===== config.mk =====
export PLATFORM = sky130hd
export DESIGN_NAME = srpe_top
export DESIGN_NICKNAME = d
export VERILOG_FILES = /design/src/hdl/srpe_top.v /design/src/hdl/srpe_sync3.v /design/src/hdl/srpe_pin_gate.v
export VERILOG_INCLUDE_DIRS = /design/src /design/src/hdl
export SDC_FILE = /design/constraint.sdc
export NUM_CORES = 1
export LEC_CHECK = 0
export ABC_CLOCK_PERIOD_IN_PS = 3500
export BUFFER_PORTS_ARGS = -buffer_cell sky130_fd_sc_hd__buf_2
export CORE_UTILIZATION = 30
export CTS_BUF_LIST = sky130_fd_sc_hd__clkbuf_4
export DETAILED_ROUTE_END_ITERATION = 12
export HOLD_SLACK_MARGIN = 0.12
export PLACE_DENSITY = 0.5
export SETUP_SLACK_MARGIN = 0.2
export SYNTH_ARGS = -nofsm -noshare
export SYNTH_HDL_FRONTEND = slang
export SYNTH_SLANG_ARGS = --single-unit

===== constraint.sdc =====
create_clock -name CORE_CLK -period 3.5 [get_ports CORE_CLK]
set_input_delay 0.175 -clock CORE_CLK [delete_from_list [all_inputs] [get_ports CORE_CLK]]
set_output_delay 0.175 -clock CORE_CLK [all_outputs]
set_load 0.01 [all_outputs]

===== src/hdl/srpe_defines.vh =====
// Offsets, field positions, reset values for the soft reset and pin enables
// Included only by the top-level design file of this block
`ifndef SRPE_DEFINES_VH
`define SRPE_DEFINES_VH
`define SRPE_IDX_SOFT_RESET 4'h2
`define SRPE_IDX_PIN_ENABLE 4'h3
`define SRPE_IDX_MODE 4'h4
`define SRPE_IDX_STATUS 4'h5
`define SRPE_RST_SOFT_RESET 16'h0000
`define SRPE_RST_PIN_ENABLE 16'h0000
`define SRPE_RST_MODE 16'h0000
`define SRPE_MASK_SOFT_RESET 16'h0003
`define SRPE_MASK_PIN_ENABLE 16'h01ff
`define SRPE_MASK_MODE 16'h0003
`define SRPE_BIT_PLL_RST 0
`define SRPE_BIT_SW_RST 1
`define SRPE_BIT_MASTER 0
`define SRPE_BIT_SLV_PLL 1
`define SRPE_BIT_CP0 0
`define SRPE_BIT_CP1 1
`define SRPE_BIT_CP2 2
`define SRPE_BIT_CP3 3
`define SRPE_BIT_CK4 4
`define SRPE_BIT_CK5 5
`define SRPE_BIT_OF0 6
`define SRPE_BIT_OF1 7
`define SRPE_BIT_OF2 8
`define SRPE_RESP_OKAY 2'b00
`define SRPE_RESP_SLVERR 2'b10
`endif


===== src/hdl/srpe_top.v =====
// Soft reset and output pin enable registers behind an AXI4-Lite slave
// Assumes one clock CORE_CLK; mode straps are asynchronous pins
//
// Register access over AXI4-Lite was chosen for this implementation.
`timescale 1ns/1ps
`default_nettype none
`include "srpe_defines.vh"
// Overview of operation
// - Bit 1 holds switching blocks in reset
// - Bit 0 holds phase-locked loop in reset
// - Bit 5 enables clock output five
// - Bit 4 enables clock output four
// - Clocks four, five need master or slave-pll
// - Bit 3 enables clock and pulse three
// - Bit 2 enables clock and pulse two
// - Bit 1 enables clock and pulse one
// - Bit 0 enables clock and pulse zero
module srpe_top (
	input wire CORE_CLK,
	input wire RST_B,
	input wire [5:0] S_AXI_AWADDR,
	input wire S_AXI_AWVALID,
	output reg S_AXI_AWREADY,
	input wire [31:0] S_AXI_WDATA,
	input wire [3:0] S_AXI_WSTRB,
	input wire S_AXI_WVALID,
	output reg S_AXI_WREADY,
	output reg [1:0] S_AXI_BRESP,
	output reg S_AXI_BVALID,
	input wire S_AXI_BREADY,
	input wire [5:0] S_AXI_ARADDR,
	input wire S_AXI_ARVALID,
	output reg S_AXI_ARREADY,
	output reg [31:0] S_AXI_RDATA,
	output reg [1:0] S_AXI_RRESP,
	output reg S_AXI_RVALID,
	input wire S_AXI_RREADY,
	input wire MASTER_MODE_PIN,
	input wire SLAVE_PLL_ENABLE_PIN,
	output reg SWITCH_SOFT_RESET,
	output reg PLL_SOFT_RESET,
	output wire CLOCK_OUT_OE0,
	output wire CLOCK_OUT_OE1,
	output wire CLOCK_OUT_OE2,
	output wire CLOCK_OUT_OE3,
	output wire FRAME_PULSE_OUT_OE0,
	output wire FRAME_PULSE_OUT_OE1,
	output wire FRAME_PULSE_OUT_OE2,
	output wire FRAME_PULSE_OUT_OE3,
	output wire CLOCK_OUT4_OE,
	output wire CLOCK_OUT5_OE,
	output wire OFFSET_PULSE0_OE,
	output wire OFFSET_PULSE1_OE,
	output wire OFFSET_PULSE2_OE
);
	reg [15:0] soft_reset_control_ff;
	reg [15:0] output_clock_pulse_enables_ff;
	reg [15:0] mode_ff;
	reg [5:0] aw_addr_ff;
	reg aw_have_ff;
	reg [31:0] w_data_ff;
	reg [3:0] w_strb_ff;
	reg w_have_ff;
	reg [15:0] nxt_wval;
	reg [15:0] nxt_rval;
	reg nxt_rok;
	reg [15:0] wcur;
	reg [15:0] wmask;
	reg wok;
	wire master_sync;
	wire slave_pll_sync;
	wire big_clk_ok;
	wire [3:0] aw_idx;
	wire [3:0] ar_idx;
	wire do_write;

	assign aw_idx = aw_addr_ff[5:2];
	assign ar_idx = S_AXI_ARADDR[5:2];
	assign do_write = aw_have_ff & w_have_ff & ~S_AXI_BVALID;

	srpe_sync3 u_sync_master (
		.clk(CORE_CLK),
		.rst_b(RST_B),
		.din(MASTER_MODE_PIN),
		.dout(master_sync)
	);

	srpe_sync3 u_sync_slvpll (
		.clk(CORE_CLK),
		.rst_b(RST_B),
		.din(SLAVE_PLL_ENABLE_PIN),
		.dout(slave_pll_sync)
	);

	// Clock outputs four and five need master, or slave with pll enable
	assign big_clk_ok = (master_sync | mode_ff[`SRPE_BIT_MASTER]) |
		(slave_pll_sync | mode_ff[`SRPE_BIT_SLV_PLL]);

	// Write decode for the current captured address
	always @*
	begin
		wcur = 16'h0000;
		wmask = 16'h0000;
		wok = 1'b1;
		if (aw_idx == `SRPE_IDX_SOFT_RESET)
		begin
			wcur = soft_reset_control_ff;
			wmask = `SRPE_MASK_SOFT_RESET;
		end
		else if (aw_idx == `SRPE_IDX_PIN_ENABLE)
		begin
			wcur = output_clock_pulse_enables_ff;
			wmask = `SRPE_MASK_PIN_ENABLE;
		end
		else if (aw_idx == `SRPE_IDX_MODE)
		begin
			wcur = mode_ff;
			wmask = `SRPE_MASK_MODE;
		end
		else
			wok = 1'b0;
		// Upper bits are kept at zero even if software writes ones
		nxt_wval = wcur;
		if (w_strb_ff[0])
			nxt_wval[7:0] = w_data_ff[7:0];
		if (w_strb_ff[1])
			nxt_wval[15:8] = w_data_ff[15:8];
		nxt_wval = nxt_wval & wmask;
	end

	// Read decode
	always @*
	begin
		nxt_rval = 16'h0000;
		nxt_rok = 1'b1;
		if (ar_idx == `SRPE_IDX_SOFT_RESET)
			nxt_rval = soft_reset_control_ff;
		else if (ar_idx == `SRPE_IDX_PIN_ENABLE)
			nxt_rval = output_clock_pulse_enables_ff;
		else if (ar_idx == `SRPE_IDX_MODE)
			nxt_rval = mode_ff;
		else if (ar_idx == `SRPE_IDX_STATUS)
			nxt_rval = {13'h0000, big_clk_ok, slave_pll_sync, master_sync};
		else
			nxt_rok = 1'b0;
	end

	// Write channels, taken in either order
	always @(posedge CORE_CLK or negedge RST_B)
	begin
		if (!RST_B)
		begin
			S_AXI_AWREADY <= 1'b0;
			S_AXI_WREADY <= 1'b0;
			S_AXI_BVALID <= 1'b0;
			S_AXI_BRESP <= `SRPE_RESP_OKAY;
			aw_have_ff <= 1'b0;
			w_have_ff <= 1'b0;
			aw_addr_ff <= 6'h00;
			w_data_ff <= 32'h00000000;
			w_strb_ff <= 4'h0;
			soft_reset_control_ff <= `SRPE_RST_SOFT_RESET;
			output_clock_pulse_enables_ff <= `SRPE_RST_PIN_ENABLE;
			mode_ff <= `SRPE_RST_MODE;
		end
		else
		begin
			S_AXI_AWREADY <= ~aw_have_ff & ~S_AXI_AWREADY & ~S_AXI_BVALID &
				S_AXI_AWVALID;
			S_AXI_WREADY <= ~w_have_ff & ~S_AXI_WREADY & ~S_AXI_BVALID &
				S_AXI_WVALID;
			if (S_AXI_AWVALID & S_AXI_AWREADY)
			begin
				aw_have_ff <= 1'b1;
				aw_addr_ff <= S_AXI_AWADDR;
			end
			if (S_AXI_WVALID & S_AXI_WREADY)
			begin
				w_have_ff <= 1'b1;
				w_data_ff <= S_AXI_WDATA;
				w_strb_ff <= S_AXI_WSTRB;
			end
			if (do_write)
			begin
				aw_have_ff <= 1'b0;
				w_have_ff <= 1'b0;
				S_AXI_BVALID <= 1'b1;
				S_AXI_BRESP <= wok ? `SRPE_RESP_OKAY : `SRPE_RESP_SLVERR;
				// Reset bits stay as written until software clears them
				if (aw_idx == `SRPE_IDX_SOFT_RESET)
					soft_reset_control_ff <= nxt_wval;
				else if (aw_idx == `SRPE_IDX_PIN_ENABLE)
					output_clock_pulse_enables_ff <= nxt_wval;
				else if (aw_idx == `SRPE_IDX_MODE)
					mode_ff <= nxt_wval;
			end
			else if (S_AXI_BVALID & S_AXI_BREADY)
				S_AXI_BVALID <= 1'b0;
		end
	end

	// Read channel
	always @(posedge CORE_CLK or negedge RST_B)
	begin
		if (!RST_B)
		begin
			S_AXI_ARREADY <= 1'b0;
			S_AXI_RVALID <= 1'b0;
			S_AXI_RDATA <= 32'h00000000;
			S_AXI_RRESP <= `SRPE_RESP_OKAY;
		end
		else
		begin
			S_AXI_ARREADY <= ~S_AXI_ARREADY & ~S_AXI_RVALID & S_AXI_ARVALID;
			if (S_AXI_ARVALID & S_AXI_ARREADY)
			begin
				S_AXI_RVALID <= 1'b1;
				S_AXI_RDATA <= {16'h0000, nxt_rval};
				S_AXI_RRESP <= nxt_rok ? `SRPE_RESP_OKAY : `SRPE_RESP_SLVERR;
			end
			else if (S_AXI_RVALID & S_AXI_RREADY)
				S_AXI_RVALID <= 1'b0;
		end
	end

	// Soft reset levels to the switching and pll blocks
	always @(posedge CORE_CLK or negedge RST_B)
	begin
		if (!RST_B)
		begin
			SWITCH_SOFT_RESET <= 1'b0;
			PLL_SOFT_RESET <= 1'b0;
		end
		else
		begin
			SWITCH_SOFT_RESET <=
				soft_reset_control_ff[`SRPE_BIT_SW_RST];
			PLL_SOFT_RESET <=
				soft_reset_control_ff[`SRPE_BIT_PLL_RST];
		end
	end

	// Pad enables, each registered one cycle after the register bit
	srpe_pin_gate u_ck0 (
		.clk(CORE_CLK),
		.rst_b(RST_B),
		.enable(output_clock_pulse_enables_ff[`SRPE_BIT_CP0]),
		.qualify(1'b1),
		.oe(CLOCK_OUT_OE0)
	);

	srpe_pin_gate u_fp0 (
		.clk(CORE_CLK),
		.rst_b(RST_B),
		.enable(output_clock_pulse_enables_ff[`SRPE_BIT_CP0]),
		.qualify(1'b1),
		.oe(FRAME_PULSE_OUT_OE0)
	);

	srpe_pin_gate u_ck1 (
		.clk(CORE_CLK),
		.rst_b(RST_B),
		.enable(output_clock_pulse_enables_ff[`SRPE_BIT_CP1]),
		.qualify(1'b1),
		.oe(CLOCK_OUT_OE1)
	);

	srpe_pin_gate u_fp1 (
		.clk(CORE_CLK),
		.rst_b(RST_B),
		.enable(output_clock_pulse_enables_ff[`SRPE_BIT_CP1]),
		.qualify(1'b1),
		.oe(FRAME_PULSE_OUT_OE1)
	);

	srpe_pin_gate u_ck2 (
		.clk(CORE_CLK),
		.rst_b(RST_B),
		.enable(output_clock_pulse_enables_ff[`SRPE_BIT_CP2]),
		.qualify(1'b1),
		.oe(CLOCK_OUT_OE2)
	);

	srpe_pin_gate u_fp2 (
		.clk(CORE_CLK),
		.rst_b(RST_B),
		.enable(output_clock_pulse_enables_ff[`SRPE_BIT_CP2]),
		.qualify(1'b1),
		.oe(FRAME_PULSE_OUT_OE2)
	);

	srpe_pin_gate u_ck3 (
		.clk(CORE_CLK),
		.rst_b(RST_B),
		.enable(output_clock_pulse_enables_ff[`SRPE_BIT_CP3]),
		.qualify(1'b1),
		.oe(CLOCK_OUT_OE3)
	);

	srpe_pin_gate u_fp3 (
		.clk(CORE_CLK),
		.rst_b(RST_B),
		.enable(output_clock_pulse_enables_ff[`SRPE_BIT_CP3]),
		.qualify(1'b1),
		.oe(FRAME_PULSE_OUT_OE3)
	);

	srpe_pin_gate u_ck4 (
		.clk(CORE_CLK),
		.rst_b(RST_B),
		.enable(output_clock_pulse_enables_ff[`SRPE_BIT_CK4]),
		.qualify(big_clk_ok),
		.oe(CLOCK_OUT4_OE)
	);

	srpe_pin_gate u_ck5 (
		.clk(CORE_CLK),
		.rst_b(RST_B),
		.enable(output_clock_pulse_enables_ff[`SRPE_BIT_CK5]),
		.qualify(big_clk_ok),
		.oe(CLOCK_OUT5_OE)
	);

	srpe_pin_gate u_of0 (
		.clk(CORE_CLK),
		.rst_b(RST_B),
		.enable(output_clock_pulse_enables_ff[`SRPE_BIT_OF0]),
		.qualify(1'b1),
		.oe(OFFSET_PULSE0_OE)
	);

	srpe_pin_gate u_of1 (
		.clk(CORE_CLK),
		.rst_b(RST_B),
		.enable(output_clock_pulse_enables_ff[`SRPE_BIT_OF1]),
		.qualify(1'b1),
		.oe(OFFSET_PULSE1_OE)
	);

	srpe_pin_gate u_of2 (
		.clk(CORE_CLK),
		.rst_b(RST_B),
		.enable(output_clock_pulse_enables_ff[`SRPE_BIT_OF2]),
		.qualify(1'b1),
		.oe(OFFSET_PULSE2_OE)
	);
endmodule // srpe_top
`default_nettype wire


===== src/hdl/srpe_sync3.v =====
// Three-stage synchroniser for one pin level
// Assumes the input is asynchronous to clk
`timescale 1ns/1ps
`default_nettype none
module srpe_sync3 (
	input wire clk,
	input wire rst_b,
	input wire din,
	output reg dout
);
	reg s1_ff;
	reg s2_ff;
	reg s3_ff;
	always @(posedge clk or negedge rst_b)
	begin
		if (!rst_b)
		begin
			s1_ff <= 1'b0;
			s2_ff <= 1'b0;
			s3_ff <= 1'b0;
			dout <= 1'b0;
		end
		else
		begin
			s1_ff <= din;
			s2_ff <= s1_ff;
			s3_ff <= s2_ff;
			if (s2_ff == s3_ff)
				dout <= s3_ff;
		end
	end
endmodule // srpe_sync3
`default_nettype wire


===== src/hdl/srpe_pin_gate.v =====
// One registered output enable for a tristate pad
// Assumes enable and qualifier are on clk
`timescale 1ns/1ps
`default_nettype none
module srpe_pin_gate (
	input wire clk,
	input wire rst_b,
	input wire enable,
	input wire qualify,
	output reg oe
);
	always @(posedge clk or negedge rst_b)
	begin
		if (!rst_b)
			oe <= 1'b0;
		else
			oe <= enable & qualify;
	end
endmodule // srpe_pin_gate
`default_nettype wire


==> impl_metrics.yaml <==
clock_network:
  h-tree-depth: 3
  clock_sinks: 79
  clockBufferDepth: 2
  cts_buffers: 9
  clkLatencyLatePin_ns: 0.42
  cts_tree: "yes"
  post_cts_buffers: 0
  root_buffer: "clkbuf_4"
  clk_pin_slew_worst_paths_ns: 0.13
yosys:
  avgSynthCellArea_um2: 12.8
  synthSimpleGateAreaFrac: 0.114
  netlist_area_um2: 3240
  synth_top_area_share: 0.610
  yosysSeqAreaShare: 0.610
  synth_seq_cells: 79
  synthDistinctLibCells: 43
  yosys_warnings: 0
  synth-main-ff-cell: "dfrtp_1"
  synth_edf_count: 0
  postSynthCellCount: 253
  synthXorXnorAreaFrac: 0
  yosys-top-cells-area: "dfrtp_1, mux2_2, buf_4, and2_1, a22oi_1"
  synth_top_family_by_area: "simple AND/OR/NAND/NOR gates"
  synth_fa_ha_area_frac: 0.00618
  synth-compound-area-share: 0.0834
  async_flop_share: 1.00
  yosys.area.top_type: "dfrtp_1"
  synthMuxAreaShare: 0.102
sta:
  hold_viol: 0
  worst_slew_pin_slew_ns: 0.997
  rsz0062_at_grt: "no"
  max_freq_ghz: 0.543
  slew_headroom: 0.335
  slew_viol_final: 0
  finalCritPeriodShare: 0.526
  tns_ns: 0
  finalClockSkew_ns: 0.0160
  setup_viol: 0
  period_needed_ns: 1.84
flow_run:
  drv_cap: 0
floorplan:
  die_area_um2: 11200
  boundaryPins: 113
  die_w_um: 106
  die_y_um: 106
  initial_core_util: 0.311
  row_count: 37
  core_um2: 10400
final_layout:
  area_growth_pct: 21.1
  final_cell_mix: "dfrtp_1, buf_2, mux2_2, conb_1, dlygate4sd3_1"
  layout.cells.non_filler: 476
  n_antenna_cell: 0
  multiInputGateArea_um2: 1080
  num-nets-final: 392
  nFillCells: 1040
  seq_area_um2: 1980
  drive_gt1_frac: 0.303
  final_common_cell: "dfrtp_1"
pwr:
  vdd_drop_max_uv: 308
  p_per_area_nw_per_um2: 642
  p_leak_nw: 1.93
worst_setup_path:
  path_class: "register to register"
  setup.worst_path.start_class: "register"
  cp_data_required_time_ns: 3.81
  crit_arrival_ns: 2.15
  critical_path.max_fanout: 8
  cp-end-kind: "register"
global_route:
  grt_max_degree: 80
  track_usage: 0.127
  use_met2: 0.188
  grt_pass1_vias: 2097
  antenna_found_initial: 0
  grt_pass1_wl_um: 10900
  gr-usage-met1: 0.176
  grt_util_met3: 0.0454
  grt.busiest_layer: "met2"
  gr-total-overflow: 0
drt:
  wl_um: 6330
  drt_iter0_markers: 97
  ant_nets: 0
  viasPerCell: 4.36
  drc: 0
  wire_per_inst_um: 13.3
  firstDrtPassIters: 4
  vias: 2073
placement:
  port_buffers: 58
  placed_cells: 435
  hpwlAfterDp_um: 4260
  place_congestion: 0.749
run_status:
  status: "finished, final reports clean"
hold_path:
  min_path_type: "input pin to register"
==> cell usage after synthesis, types with 2 or more instances <==
master,count
a21boi_0,2
a21oi_1,9
a221o_1,5
a221oi_1,2
a22oi_1,8
and2_1,15
buf_4,29
clkbuf_1,5
dfrtp_1,79
inv_1,5
maj3_1,2
mux2_1,2
mux2_2,25
nand2_1,10
nand2b_1,2
nor2_1,16
nor2b_1,6
nor3_1,2
nor4b_1,2
o21ai_0,4
==> cells by family after synthesis <==
family,count (synthesis)
compound gates,38
fa+ha+maj,2
buf+inv,41
flops,79
mux,29
other cells,1
simple gates,63
==> state kept, by name, indices dropped and copies added (netlist names), 2 cells and up <==
name and count:
soft_reset_control_ff 9, mode_ff 9, aw_addr_ff 4, output_clock_pulse_enables_ff 9, S_AXI_RDATA 9, w_strb_ff 2, w_data_ff 9
==> metal layers <==
| layer | vias up | wire length, µm |
|---|---|---|
| li1 | 987 | - |
| met1 | 1008 | 3120 |
| met2 | 71 | 2780 |
| met3 | 7 | 360 |
| met4 | 0 | 70 |
| met5 | - | 0 |
==> worst paths after layout <==
| path | from | to | slack (ns) | cells after the start |
|---|---|---|---|---|
| worst max-delay path | S_AXI_BVALID | output_clock_pulse_enables_ff[6] | 1.66 | 4 |
| worst min-delay path | S_AXI_ARADDR[4] | S_AXI_RRESP[1] | 0.20 | 4 |
| worst max register to register | S_AXI_BVALID | output_clock_pulse_enables_ff[6] | 1.66 | 4 |
| worst min register to register | u_sync_master.s1_ff | u_sync_master.s2_ff | 0.38 | 0 |
| max in group asynchronous | RST_B | S_AXI_RDATA[0] | 2.40 | 2 |
| min in group asynchronous | RST_B | w_data_ff[7] | 0.44 | 2 |
==> repair_timing <==
item	4_1_cts	5_1_grt
hold buffers	24	1
setup endpoints to repair	0	0
hold endpoints to repair	102	1
gates resized for setup	0	0
==> metrics by stage <==
| stage | hold slack, ns | total power, W | utilization | cell area [µm²] | setup WS [ns] |
|---|---|---|---|---|---|
| 2_1_floorplan | -0.121 | 0.00180 | - | 3330 | 1.92 |
| 3_3_place_gp | 0.287 | 0.00200 | 0.340 | 3540 | 1.67 |
| 3_5_place_dp | 0.285 | 0.00202 | 0.340 | 3540 | 1.67 |
| 4_1_cts | 0.131 | 0.00257 | 0.375 | 3910 | 1.62 |
| 5_1_grt | 0.295 | 0.00271 | 0.376 | 3920 | 1.50 |
| 6_report | 0.197 | 0.00252 | 0.376 | 3920 | 1.66 |
==> worst max-delay path: stages, from the launching register on <==
cell	delay (ns)
dfrtp_1	0.44
nand3b_4	0.21
nor3_2	0.39
nand2_1	0.33
mux2_2	0.35
==> where the power goes <==
part | switching, W | internal, W
Combinational | 0.000286 | 0.000332
Clock | 0.000306 | 0.000212
Sequential | 0.000207 | 0.00118
==> layout make-up <==
| cell class | instances | area share |
|---|---|---|
| Clock buffer | 9 | 0.0172 |
| Clock inverter | 7 | 0.0163 |
| Inverter | 5 | 0.00479 |
| Multi-Input combinational cell | 157 | 0.276 |
| Sequential cell | 79 | 0.504 |
| Tap cell | 136 | 0.0434 |
| Timing Repair Buffer | 83 | 0.138 |
Power figures use the tool's default switching activity.
